**config.mk**
```make
export PLATFORM = sky130hd
export DESIGN_NAME = ubd_divisors
export DESIGN_NICKNAME = d
export VERILOG_FILES = /design/src/pkg/ubd_pkg.sv /design/src/logic/ubd_lp_div.sv /design/src/logic/ubd_frac_baud.sv /design/src/logic/ubd_divisors.sv
export SDC_FILE = /design/constraint.sdc
export NUM_CORES = 1
export LEC_CHECK = 0
export BUFFER_PORTS_ARGS = -buffer_cell sky130_fd_sc_hd__buf_4
export CAP_MARGIN = 20
export CORE_MARGIN = 4
export CORE_UTILIZATION = 53
export CTS_CLUSTER_SIZE = 10
export DETAILED_ROUTE_END_ITERATION = 7
export GPL_TIMING_DRIVEN = 0
export PLACE_DENSITY = 0.77
export SYNTH_ARGS = -nofsm -noshare
export SYNTH_HDL_FRONTEND = slang
export SYNTH_SLANG_ARGS = --single-unit
```
**constraint.sdc**
```tcl
create_clock -name ref_clk_in -period 3.3 [get_ports ref_clk_in]
set_clock_uncertainty 0.1 [all_clocks]
set_input_delay 0.33 -clock ref_clk_in [delete_from_list [all_inputs] [get_ports ref_clk_in]]
set_output_delay 0.33 -clock ref_clk_in [all_outputs]
set_load 0.01 [all_outputs]
```
**src/pkg/ubd_pkg.sv**
```systemverilog
// Purpose: Shared constants and helpers for the UART divisor block
// Assumes: 40 MHz system clock, Avalon-MM byte addresses
// Notes:   All offsets are byte addresses of 32-bit words
package ubd_pkg;

	// ==================================================================
	// Register map
	localparam logic [7:0] OFS_ILP = 8'h20;
	localparam logic [7:0] OFS_IBRD = 8'h24;
	localparam logic [7:0] OFS_FBRD = 8'h28;
	localparam logic [7:0] OFS_LCTL = 8'h2c;
	localparam logic [7:0] OFS_IRCTL = 8'h30;
	localparam logic [7:0] OFS_STAT = 8'h34;
	localparam logic [7:0] OFS_ACT = 8'h38;

	// ==================================================================
	// Reset values
	localparam logic [7:0] ILP_RST = 8'h00;
	localparam logic [15:0] IBRD_RST = 16'h0000;
	localparam logic [5:0] FBRD_RST = 6'h00;
	localparam logic [7:0] LCTL_RST = 8'h00;
	localparam logic [1:0] IRCTL_RST = 2'h0;

	// ==================================================================
	// Field positions
	localparam int IRCTL_SIR_BIT = 0;
	localparam int IRCTL_LP_BIT = 1;
	localparam int STAT_PEND_BIT = 0;
	localparam int STAT_BUSY_BIT = 1;
	localparam int STAT_IRTX_BIT = 2;
	localparam int STAT_LPOFF_BIT = 3;
	localparam int ACT_FRAC_LSB = 16;

	// ==================================================================
	// Timing
	localparam int SYS_CLK_MHZ = 40;
	localparam int RX_ACCEPT_NS = 1400;
	localparam logic [7:0] RX_ACCEPT_CYC =
		8'((RX_ACCEPT_NS * SYS_CLK_MHZ) / 1000);
	localparam logic [1:0] IR_PULSE_TICKS = 2'h3;
	localparam logic [21:0] FRAC_STEP = 22'h000040;

	typedef enum logic [1:0] {
		ST_IDLE = 2'h0,
		ST_ARM = 2'h1,
		ST_PULSE = 2'h3
	} ubd_pulse_e;

	// Byte-lane merge for a write with byte enables
	function automatic logic [7:0] ubd_be_merge(input logic [7:0] old_v,
		input logic [7:0] new_v, input logic be);
		ubd_be_merge = be ? new_v : old_v;
	endfunction

endpackage

```
**src/logic/ubd_lp_div.sv**
```systemverilog
// Purpose: Low-power x16 tick from the system clock
// Assumes: Divisor changes are rare; counter restarts at once when at or past the end
// Notes:   Divisor zero stops the tick completely
`timescale 1ns/1ps
`default_nettype none
module ubd_lp_div
	import ubd_pkg::*;
(
	// Clock and reset
	input wire logic ref_clk_in,
	input wire logic rst_b_in,
	// Control
	input wire logic [7:0] divisor_in,
	// Tick
	output logic tick_out
);
	logic [7:0] cnt_ff;
	logic [7:0] nxt_cnt;
	logic nxt_tick;
	wire div_off = (divisor_in == 8'h00);
	wire at_end = (cnt_ff >= divisor_in - 8'h01);

	assign nxt_cnt = (div_off || at_end) ? 8'h00 : cnt_ff + 8'h01;
	assign nxt_tick = ~div_off & at_end;

	always_ff @(posedge ref_clk_in or negedge rst_b_in) begin
		if (!rst_b_in) begin
			cnt_ff <= 8'h00;
			tick_out <= 1'b0;
		end else begin
			cnt_ff <= nxt_cnt;
			tick_out <= nxt_tick;
		end
	end
endmodule
`default_nettype wire

```
**src/logic/ubd_frac_baud.sv**
```systemverilog
// Purpose: Fractional x16 baud tick generator
// Assumes: Divisor is held stable by the caller between loads
// Notes:   Period averages integer plus fraction/64 system clocks
`timescale 1ns/1ps
`default_nettype none
module ubd_frac_baud
	import ubd_pkg::*;
(
	// Clock and reset
	input wire logic ref_clk_in,
	input wire logic rst_b_in,
	// Active divisor
	input wire logic [15:0] int_in,
	input wire logic [5:0] frac_in,
	// Tick
	output logic tick_out
);
	logic [21:0] acc_ff;
	logic [21:0] nxt_acc;
	logic nxt_tick;
	wire [21:0] period = {int_in, frac_in};
	wire [21:0] sum = acc_ff + FRAC_STEP;
	wire min_div = (int_in == 16'h0000);
	wire wrap = (sum >= period);

	// Integer zero means divide by one; fraction ignored
	assign nxt_tick = min_div | wrap;
	assign nxt_acc = min_div ? 22'h000000 : (wrap ? sum - period : sum);

	always_ff @(posedge ref_clk_in or negedge rst_b_in) begin
		if (!rst_b_in) begin
			acc_ff <= 22'h000000;
			tick_out <= 1'b0;
		end else begin
			acc_ff <= nxt_acc;
			tick_out <= nxt_tick;
		end
	end
endmodule
`default_nettype wire

```
**src/logic/ubd_divisors.sv**
```systemverilog
// Purpose: UART divisor registers, baud and IR low-power timing
// Assumes: Avalon-MM slave, one wait cycle per access
// Notes:   Divisors load into the generator only after a line
//          control write and once the current character is done
//
// Functional notes
// - 8-bit low-power divisor register, reset zero
// - Low-power x16 clock divides system clock
// - Low-power IR pulse lasts three ticks
// - Low-power receiver rejects short, accepts long pulses
// - Divisor zero gives no low-power ticks
// - 16-bit integer divisor, upper bits zero
// - Integer zero divides by one, no fraction
// - 6-bit fraction divisor, upper bits zero
// - New divisor waits for character end
// - Line control write strobes divisor load
`timescale 1ns/1ps
`default_nettype none
module ubd_divisors
	import ubd_pkg::*;
(
	// Clock and reset
	input wire logic ref_clk_in,
	input wire logic rst_b_in,
	// Avalon-MM slave
	input wire logic [7:0] avs_address_in,
	input wire logic avs_read_in,
	input wire logic avs_write_in,
	input wire logic [31:0] avs_writedata_in,
	input wire logic [3:0] avs_byteenable_in,
	output logic [31:0] avs_readdata_out,
	output logic avs_waitrequest_out,
	// Character activity from the serial engine
	input wire logic tx_busy_in,
	input wire logic rx_busy_in,
	input wire logic ir_zero_bit_in,
	// Infrared line
	input wire logic ir_rx_in,
	output logic ir_tx_out,
	output logic ir_rx_valid_out,
	// Timing ticks and line control to the serial engine
	output logic baud_x16_tick_out,
	output logic low_power_x16_tick_out,
	output logic [7:0] line_control_out
);

	// ==================================================================
	// Bus handshake
	logic wait_ff;
	logic nxt_wait;
	logic [31:0] nxt_rdata;
	logic [31:0] rdata_ff;

	wire bus_req = avs_read_in | avs_write_in;
	// Commit only on the edge where waitrequest is seen low
	wire bus_commit = bus_req & ~wait_ff;
	wire wr_commit = avs_write_in & ~wait_ff;
	wire sel_ilp = (avs_address_in == OFS_ILP);
	wire sel_ibrd = (avs_address_in == OFS_IBRD);
	wire sel_fbrd = (avs_address_in == OFS_FBRD);
	wire sel_lctl = (avs_address_in == OFS_LCTL);
	wire sel_irctl = (avs_address_in == OFS_IRCTL);
	wire sel_stat = (avs_address_in == OFS_STAT);
	wire sel_act = (avs_address_in == OFS_ACT);

	assign nxt_wait = ~(bus_req & wait_ff);

	// ==================================================================
	// Software registers
	logic [7:0] ilp_ff;
	logic [15:0] ibrd_ff;
	logic [5:0] fbrd_ff;
	logic [7:0] lctl_ff;
	logic [1:0] irctl_ff;
	logic [7:0] nxt_ilp;
	logic [15:0] nxt_ibrd;
	logic [5:0] nxt_fbrd;
	logic [7:0] nxt_lctl;
	logic [1:0] nxt_irctl;

	wire wr_ilp = wr_commit & sel_ilp;
	wire wr_ibrd = wr_commit & sel_ibrd;
	wire wr_fbrd = wr_commit & sel_fbrd;
	wire wr_lctl = wr_commit & sel_lctl;
	wire wr_irctl = wr_commit & sel_irctl;

	assign nxt_ilp = wr_ilp ? ubd_be_merge(ilp_ff,
		avs_writedata_in[7:0], avs_byteenable_in[0]) : ilp_ff;
	assign nxt_ibrd[7:0] = wr_ibrd ? ubd_be_merge(ibrd_ff[7:0],
		avs_writedata_in[7:0], avs_byteenable_in[0]) :
		ibrd_ff[7:0];
	assign nxt_ibrd[15:8] = wr_ibrd ? ubd_be_merge(ibrd_ff[15:8],
		avs_writedata_in[15:8], avs_byteenable_in[1]) :
		ibrd_ff[15:8];
	assign nxt_fbrd = (wr_fbrd && avs_byteenable_in[0]) ?
		avs_writedata_in[5:0] : fbrd_ff;
	assign nxt_lctl = wr_lctl ? ubd_be_merge(lctl_ff,
		avs_writedata_in[7:0], avs_byteenable_in[0]) : lctl_ff;
	assign nxt_irctl = (wr_irctl && avs_byteenable_in[0]) ?
		avs_writedata_in[1:0] : irctl_ff;

	always_ff @(posedge ref_clk_in or negedge rst_b_in) begin
		if (!rst_b_in) begin
			ilp_ff <= ILP_RST;
			ibrd_ff <= IBRD_RST;
			fbrd_ff <= FBRD_RST;
			lctl_ff <= LCTL_RST;
			irctl_ff <= IRCTL_RST;
		end else begin
			ilp_ff <= nxt_ilp;
			ibrd_ff <= nxt_ibrd;
			fbrd_ff <= nxt_fbrd;
			lctl_ff <= nxt_lctl;
			irctl_ff <= nxt_irctl;
		end
	end

	// ==================================================================
	// Divisor load path
	logic pend_ff;
	logic nxt_pend;
	logic [15:0] act_int_ff;
	logic [5:0] act_frac_ff;
	logic [15:0] nxt_act_int;
	logic [5:0] nxt_act_frac;

	wire char_busy = tx_busy_in | rx_busy_in;
	// Divisor writes alone never reach the generator
	wire do_load = pend_ff & ~char_busy;

	// A fresh strobe in the load cycle keeps the request alive
	assign nxt_pend = wr_lctl | (pend_ff & ~do_load);
	assign nxt_act_int = do_load ? ibrd_ff : act_int_ff;
	assign nxt_act_frac = do_load ? fbrd_ff : act_frac_ff;

	always_ff @(posedge ref_clk_in or negedge rst_b_in) begin
		if (!rst_b_in) begin
			pend_ff <= 1'b0;
			act_int_ff <= IBRD_RST;
			act_frac_ff <= FBRD_RST;
		end else begin
			pend_ff <= nxt_pend;
			act_int_ff <= nxt_act_int;
			act_frac_ff <= nxt_act_frac;
		end
	end

	// ==================================================================
	// Tick generators
	ubd_frac_baud u_baud (
		.ref_clk_in(ref_clk_in),
		.rst_b_in(rst_b_in),
		.int_in(act_int_ff),
		.frac_in(act_frac_ff),
		.tick_out(baud_x16_tick_out)
	);

	// Low-power divisor takes effect at once; it has no load strobe
	ubd_lp_div u_lp (
		.ref_clk_in(ref_clk_in),
		.rst_b_in(rst_b_in),
		.divisor_in(ilp_ff),
		.tick_out(low_power_x16_tick_out)
	);

	// ==================================================================
	// IR transmit pulse
	ubd_pulse_e state_ff;
	ubd_pulse_e nxt_state;
	logic [1:0] tick_cnt_ff;
	logic [1:0] nxt_tick_cnt;
	logic nxt_ir_tx;

	wire sir_en = irctl_ff[IRCTL_SIR_BIT];
	wire lp_mode = irctl_ff[IRCTL_LP_BIT];
	// Low-power mode times the pulse on its own tick
	wire pulse_tick = lp_mode ? low_power_x16_tick_out :
		baud_x16_tick_out;
	wire last_tick = pulse_tick & (tick_cnt_ff == IR_PULSE_TICKS - 2'h1);

	always_comb begin
		nxt_state = state_ff;
		nxt_tick_cnt = tick_cnt_ff;
		case (state_ff)
			ST_IDLE: begin
				if (sir_en && ir_zero_bit_in) begin
					nxt_state = ST_ARM;
				end
			end
			// Align pulse start to a tick edge
			ST_ARM: begin
				if (!sir_en) begin
					nxt_state = ST_IDLE;
				end else if (pulse_tick) begin
					nxt_state = ST_PULSE;
					nxt_tick_cnt = 2'h0;
				end
			end
			ST_PULSE: begin
				if (last_tick) begin
					nxt_state = ST_IDLE;
					nxt_tick_cnt = 2'h0;
				end else if (pulse_tick) begin
					nxt_tick_cnt = tick_cnt_ff + 2'h1;
				end
			end
			default: begin
				nxt_state = ST_IDLE;
				nxt_tick_cnt = 2'h0;
			end
		endcase
	end

	assign nxt_ir_tx = (nxt_state == ST_PULSE);

	always_ff @(posedge ref_clk_in or negedge rst_b_in) begin
		if (!rst_b_in) begin
			state_ff <= ST_IDLE;
			tick_cnt_ff <= 2'h0;
			ir_tx_out <= 1'b0;
		end else begin
			state_ff <= nxt_state;
			tick_cnt_ff <= nxt_tick_cnt;
			ir_tx_out <= nxt_ir_tx;
		end
	end

	// ==================================================================
	// IR receive pulse filter
	logic [7:0] hi_cnt_ff;
	logic [7:0] nxt_hi_cnt;
	logic nxt_rx_valid;

	// Threshold is one low-power period, capped at the accept time
	wire [7:0] rx_thresh = (ilp_ff == 8'h00 || ilp_ff > RX_ACCEPT_CYC) ?
		RX_ACCEPT_CYC : ilp_ff;
	wire hi_sat = (hi_cnt_ff == 8'hff);

	assign nxt_hi_cnt = !ir_rx_in ? 8'h00 :
		(hi_sat ? hi_cnt_ff : hi_cnt_ff + 8'h01);
	// Normal mode passes the line straight through
	assign nxt_rx_valid = ir_rx_in & (~lp_mode |
		({1'b0, hi_cnt_ff} + 9'h001 >= {1'b0, rx_thresh}));

	always_ff @(posedge ref_clk_in or negedge rst_b_in) begin
		if (!rst_b_in) begin
			hi_cnt_ff <= 8'h00;
			ir_rx_valid_out <= 1'b0;
		end else begin
			hi_cnt_ff <= nxt_hi_cnt;
			ir_rx_valid_out <= nxt_rx_valid;
		end
	end

	// ==================================================================
	// Read mux
	wire [31:0] stat_word = {28'h0000000, (ilp_ff == 8'h00),
		ir_tx_out, char_busy, pend_ff};
	wire [31:0] act_word = {10'h000, act_frac_ff, act_int_ff};

	always_comb begin
		nxt_rdata = 32'h00000000;
		if (sel_ilp) begin
			nxt_rdata = {24'h000000, ilp_ff};
		end else if (sel_ibrd) begin
			nxt_rdata = {16'h0000, ibrd_ff};
		end else if (sel_fbrd) begin
			nxt_rdata = {26'h0000000, fbrd_ff};
		end else if (sel_lctl) begin
			nxt_rdata = {24'h000000, lctl_ff};
		end else if (sel_irctl) begin
			nxt_rdata = {30'h00000000, irctl_ff};
		end else if (sel_stat) begin
			nxt_rdata = stat_word;
		end else if (sel_act) begin
			nxt_rdata = act_word;
		end
	end

	// Data is captured in the wait cycle and held until the next read
	always_ff @(posedge ref_clk_in or negedge rst_b_in) begin
		if (!rst_b_in) begin
			wait_ff <= 1'b1;
			rdata_ff <= 32'h00000000;
		end else begin
			wait_ff <= nxt_wait;
			if (avs_read_in && wait_ff) begin
				rdata_ff <= nxt_rdata;
			end
		end
	end

	assign avs_waitrequest_out = wait_ff;
	assign avs_readdata_out = rdata_ff;
	assign line_control_out = lctl_ff;

	// Software must reprogram line control after divisor changes
	// and keep the low-power rate in its band; commit is unused
	wire unused_commit = bus_commit;

endmodule
`default_nettype wire

```
## After elaboration in Yosys (flattened, before gate mapping)

Index checks and enable logic that the tools add are counted.

- Output and inout port bits: 45
- Input bits: 52
- Flip-flop bits (word level): 142

- Add/subtract/negate cells: 7
- $lt $le $gt $ge: 4
- Equality and inequality tests: 16
- Reductions and logical operators: 14
- Multiplexer cells: 24
- Bitwise gates (word level): 24

Operators by type and width:

| cell | count |
|---|---|
| 22-bit two-way mux | 9 |
| 8-bit by 6-bit == test with 1-bit output, second input constant | 7 |
| 8-bit two-way mux | 4 |
| 22-bit by 7-bit adder with 22-bit output, second input constant | 1 |
| 22-bit >= comparator | 1 |
| 22-bit subtractor | 1 |
| 8-bit by 1-bit adder with 8-bit output, second input constant | 2 |
| 16-bit zero test | 1 |
| 2-bit two-way mux | 8 |
| 1-bit bitwise AND | 12 |
| 2-bit one-hot mux with 3 select lines | 2 |
| 8-bit by 1-bit adder with 9-bit output, second input constant | 1 |
| 9-bit by 8-bit >= comparator with 1-bit output | 1 |
| 8-bit == test, second input constant | 1 |
| 8-bit >= comparator | 1 |
| 8-bit by 6-bit greater-than comparator with 1-bit output, second input constant | 1 |
| 8-bit zero test | 1 |
| 2-bit AND reduction | 4 |
| 8-bit by 1-bit subtractor with 8-bit output, second input constant | 1 |
| 1-bit NOT | 7 |
| 2-bit == test, second input constant | 3 |
| 2-bit != test, second input constant | 3 |
| 1-bit OR | 5 |
| 1-bit logical AND | 4 |
| 7 further kinds | 8 |

## Longest topological paths before layout

- Depth in word-level cells: 8
- Depth in mapped cells: 16

## By module

A second synthesis with hierarchy kept.

- Cell total of the unflattened synthesis: 815
- Area, all modules: 8,112.8 um^2

Modules (own cells, without submodules):

| module | sequential area each (um^2) | area each (um^2) | times used | cells an instance |
|---|---|---|---|---|
| ubd_divisors | 2,503.7 | 4,817.1 | 1 | 424 |
| ubd_frac_baud | 575.6 | 2,587.5 | 1 | 324 |
| ubd_lp_div | 225.2 | 708.2 | 1 | 67 |

## Worst setup path after synthesis

OpenSTA, ideal clock, no wires.

- Kind: reg2reg
- From: register u_baud.acc_ff[9]
- To: register u_baud.acc_ff[14]
- Arrival time: 2.849 ns
- Stages on the path, launching flop included: 17
- Buffers on the path: 1
- Path slack: 0.219 ns
- Cells stage by stage: dfrtp_1 and3_1 and3_1 and2_1 and3_1 nand2_1 xnor2_1 ha_1 and3_1 nand4_1 nor4_1 a211o_1 a21oi_1 o21ai_2 buf_4 mux2i_1 nor2_1

- Cells in the longest elaborated chain, start to end: 4
- Elaborated cells on any way between the ends: 5
- Those cells by class: add/sub: 2; order compare: 1; mux: 2

RTL lines:

| item | RTL line | source |
|---|---|---|
| start: declaration | ubd_frac_baud.sv:18 | `logic [21:0] acc_ff;` |
| start signal: assignment | ubd_frac_baud.sv:35 | `acc_ff <= nxt_acc;` |
| 22-bit by 7-bit adder with 22-bit output (*) | ubd_frac_baud.sv:22 | `wire [21:0] sum = acc_ff + FRAC_STEP;` |
| 22-bit subtractor / 22-bit >= comparator (equally long branches) | ubd_frac_baud.sv:28, ubd_frac_baud.sv:24 |  |
| 22-bit two-way mux (*) (2 in a row) | ubd_frac_baud.sv:28 | `assign nxt_acc = min_div ? 22'h000000 : (wrap ? sum - period : sum);` |
| named net u_baud.nxt_acc[14] | ubd_frac_baud.sv:19 | `logic [21:0] nxt_acc;` |

The timed path passes the listed nets; every way through them passes the cells marked *.
A chain may end at the register's enable or synchronous reset.

## Final worst setup path

- From: register u_baud.acc_ff[9]
- To: register u_baud.acc_ff[7]

- Cells in the longest elaborated chain, start to end: 4

RTL lines:

| item | RTL line | source |
|---|---|---|
| 22-bit by 7-bit adder with 22-bit output | ubd_frac_baud.sv:22 |  |
| 22-bit >= comparator | ubd_frac_baud.sv:24 | `wire wrap = (sum >= period);` |
| 22-bit two-way mux (2 in a row) | ubd_frac_baud.sv:28 |  |
| named net u_baud.nxt_acc[7] | ubd_frac_baud.sv:19 |  |

The timed path passes the listed nets, and every way through them passes these cells.

==> impl_metrics.csv <==
group,metric,value,unit
timing,finalHoldWorstSlack,0.0406,ns
floorplan,design.portCount,97,
power,p_leak,4.59,nW
setup_path,ff_to_ff_start,"u_baud.acc_ff[9]$_DFF_PN0_",
timing,max-slew-margin-rel,0.254,
power,vdd_ir_drop_max,0.347,mV
timing,min_period_over_period,0.984,
synth,post-synth-top-area-fraction,0.426,
timing,timing_max_transition_violations_final,0,
timing,achievable-frequency,308,MHz
timing,worst_slew_pin_slew,1.11,ns
placed_design,place.detailed.instances,1053,
setup_path,critPathMaxFanout,10,
clocking,insertion_delay,0.42,ns
drt,drc_errors,0,
synth,synth_area_per_cell,9.67,µm²
placed_design,hpwlAfterDp,14.1,mm
synth,asyncSetResetFlopFracSynth,1.00,
synth,post-synth-top-count-cell,"sky130_fd_sc_hd__dfrtp_1",
clocking,cts_root_buffer,"sky130_fd_sc_hd__clkbuf_16",
floorplan,core_area,14000,µm²
layout,area_growth,21.6,%
synth,synth.cells.most_frequent,"sky130_fd_sc_hd__dfrtp_1, sky130_fd_sc_hd__nand2_1, sky130_fd_sc_hd__nor2_1",
job,drv.max_cap_violation_count,0,
floorplan,floorplan.initialDensity,0.548,
run_status,status,"completed",
drt,first_pass_iters,5,
global_routing,first_global_vias,6224,
placed_design,port_buffers,66,
synth,netlist_area,7700,µm²
timing,finalHoldViolations,0,
synth,ys_top_cells_by_area,"sky130_fd_sc_hd__dfrtp_1, sky130_fd_sc_hd__ha_1, sky130_fd_sc_hd__mux2_2, sky130_fd_sc_hd__nand2_1, sky130_fd_sc_hd__o21ai_0",
global_routing,antenna_found_initial,0,
setup_path,worstSetupEndpointType,"flip-flop",
synth,synth.yosys.warnings,0,
synth,synth.lib_cells_used.distinct,65,
min_path,hp-class,"in2reg",
synth,synthesis.instances,796,
clocking,maximum_level_of_the_cts_h_tree,4,
placed_design,postPlaceCellArea,8490,µm²
layout,finish.utilization,0.667,
floorplan,floorplan.die.height,129,µm
global_routing,grt_start_max_net_pins,77,
synth,synth-edff-count,0,
drt,final_antenna_net_count,0,
synth,netlist.top_cell.by_area,"sky130_fd_sc_hd__dfrtp_1",
timing,grt_setup_unrepaired,"true",
min_path,hold_start,"ir_zero_bit_in",
setup_path,criticalPathCategory,"reg2reg",
drt,route.detailed.vias_per_inst,5.85,
layout,antenna_cells_inserted,0,
power,p_per_area,408,nW/µm²
layout,layout.nets,1002,
clocking,path_clk_slew,0.06,ns
drt,route.detailed.wl_per_inst,18.1,µm
setup_path,worst-endpoint-required,3.51,ns
drt,routed-via-count,6427,
floorplan,rows,43,
setup_path,setup.worst_path.start_class,"flip-flop",
floorplan,dieArea,16500,µm²
placed_design,place_congestion,0.923,
setup_path,regToRegSetupSlack,0.05,ns
global_routing,global_route_wire_length_before_repair,32.0,mm
clocking,tritoncts.num_buffers,17,
synth,synth_top_flop_cell,"sky130_fd_sc_hd__dfrtp_1",
timing,setup_viol_count_final,0,
layout,final_cells,1099,
clocking,cts_buffer_depth,2,
layout,post_route_cells_drive_above_1_share,0.234,
floorplan,fp.dieW,129,µm
synth,synth-seq-cells,132,
synth,synth-seq-area-share,0.429,
drt,drt-initial-drc-count,619,
clocking,cts.sink_count,132,
layout,filler_cell_count,1148,
setup_path,crit_path_from,"u_baud.acc_ff[9]$_DFF_PN0_",
clocking,cts_tree,"built",
global_routing,overflow,0,
global_routing,grtUsageTotal,0.245,
setup_path,worst-endpoint-arrival,3.46,ns
timing,timing.final.crit_period,3.25,ns
layout,final_design_area_no_fill,9360,µm²
drt,post_route_wl,19.8,mm
power,p_total,3.82,mW
path summary, 6_finish.rpt:
kind / end / depth (start not counted)
worst max-delay path: u_baud.acc_ff[7]$_DFF_PN0_ / 15
worst min-delay path: state_ff[0]$_DFF_PN0_ / 3
worst max register to register: u_baud.acc_ff[7]$_DFF_PN0_ / 15
worst min register to register: avs_readdata_out[21]$_DFFE_PN0P_ / 2
max in group asynchronous: avs_waitrequest_out$_DFF_PN1_ / 3
min in group asynchronous: line_control_out[2]$_DFFE_PN0P_ / 2
registers in the layout, indices dropped and copies added (netlist names):
register	cells
avs_readdata_out	22
ir_rx_valid_out	1
act_int_ff	16
state_ff	2
hi_cnt_ff	8
irctl_ff	2
u_baud.acc_ff	22
ilp_ff	8
u_lp.cnt_ff	8
u_baud.tick_out	1
ibrd_ff	16
pend_ff	1
u_lp.tick_out	1
tick_cnt_ff	2
avs_waitrequest_out	1
act_frac_ff	6
ir_tx_out	1
line_control_out	8
fbrd_ff	6
layout by cell type (no fill, tap or decap), drive strengths merged, types with 3 or more instances in the layout:
| cell | count |
|---|---|
| o22ai | 6 |
| clkbuf | 36 |
| a211oi | 6 |
| or3 | 3 |
| inv | 36 |
| nand2 | 90 |
| and3 | 12 |
| mux2 | 42 |
| ha | 43 |
| xor2 | 22 |
| dlygate4sd3 | 3 |
| o21ai | 61 |
| nand3 | 24 |
| nand4 | 8 |
| nor2 | 66 |
| o22a | 4 |
| dfrtp | 131 |
| a21o | 10 |
| nor4 | 10 |
| nand2b | 6 |
| clkinvlp | 3 |
| o21a | 10 |
| nor3 | 9 |
| nor2b | 12 |
| buf | 102 |
| xnor2 | 28 |
| mux2i | 22 |
| conb | 12 |
| a21oi | 41 |
| a22oi | 11 |
| clkinv | 6 |
| o211ai | 4 |
worst max-delay path, stage by stage (launching register included):
cell	delay [ns]
sky130_fd_sc_hd__dfrtp_1	0.37
sky130_fd_sc_hd__and3_4	0.19
sky130_fd_sc_hd__and3_4	0.19
sky130_fd_sc_hd__and2_4	0.16
sky130_fd_sc_hd__and3_4	0.22
sky130_fd_sc_hd__nand2_4	0.05
sky130_fd_sc_hd__xnor2_2	0.14
sky130_fd_sc_hd__ha_1	0.32
sky130_fd_sc_hd__buf_6	0.15
sky130_fd_sc_hd__a21oi_2	0.13
sky130_fd_sc_hd__nor2b_1	0.07
sky130_fd_sc_hd__a211o_1	0.28
sky130_fd_sc_hd__a21oi_2	0.17
sky130_fd_sc_hd__o21ai_4	0.12
sky130_fd_sc_hd__buf_4	0.22
sky130_fd_sc_hd__a211oi_1	0.25
area by class of cell:
| class | count | area, µm² | area share |
|---|---|---|---|
| sequential | 132 | 3310 | 0.353 |
| buffer | 36 | 205 | 0.0219 |
| clock buffer | 21 | 470 | 0.0503 |
| tap | 180 | 225 | 0.0241 |
| inverter | 35 | 131 | 0.0140 |
| timing repair buffer | 84 | 669 | 0.0715 |
| multi-input combinational | 600 | 4250 | 0.454 |
| clock inverter | 11 | 103 | 0.0110 |
power breakdown:
part,leakage (nW),switching (mW),internal (mW)
logic,2.60,0.189,0.129
clock network,0.275,0.721,1.10
registers,1.71,0.0292,1.65
total,4.59,0.939,2.88
metrics by stage:
stage	setup WS (ns)	TNS (ns)
after floorplan	0.219	0
after global placement	-0.315	-5.61
after detailed placement	-0.326	-5.81
after CTS	0.00437	0
after global routing	-0.0950	-1.25
final	0.0527	0
kinds of logic (layout without fill, tap and decap cells):
| group | after synthesis | count (layout) | share of synthesized area |
|---|---|---|---|
| AOI/OAI and AO/OA | 178 | 178 | 0.151 |
| xor gates and xnor gates | 50 | 50 | 0.0569 |
| adders and majority gates | 44 | 44 | 0.0725 |
| buffers and inverters | 74 | 187 | 0.0444 |
| DFF | 132 | 132 | 0.429 |
| muxes | 64 | 64 | 0.0939 |
| other | 2 | 12 | 0.000975 |
| and+or+nand+nor | 252 | 252 | 0.151 |
per-layer routing:
metal  wire length (µm)  track usage  vias to the layer above
li1                   -            -                     3026
met1               8800        0.348                     3137
met2               9440        0.392                      234
met3               1230       0.0374                       30
met4                373       0.0747                        0
met5                  0            0                        -
timing repair:
item | in CTS | in global routing
pin swaps | 9 | 13
endpoints found under the setup margin | 23 | 24
gates cloned | 2 | 0
resized for setup | 16 | 25
hold buffers | 3 | 0
buffers inserted | 6 | 6
endpoints found under the hold margin | 57 | 0
(Power assumes the default switching activity.)
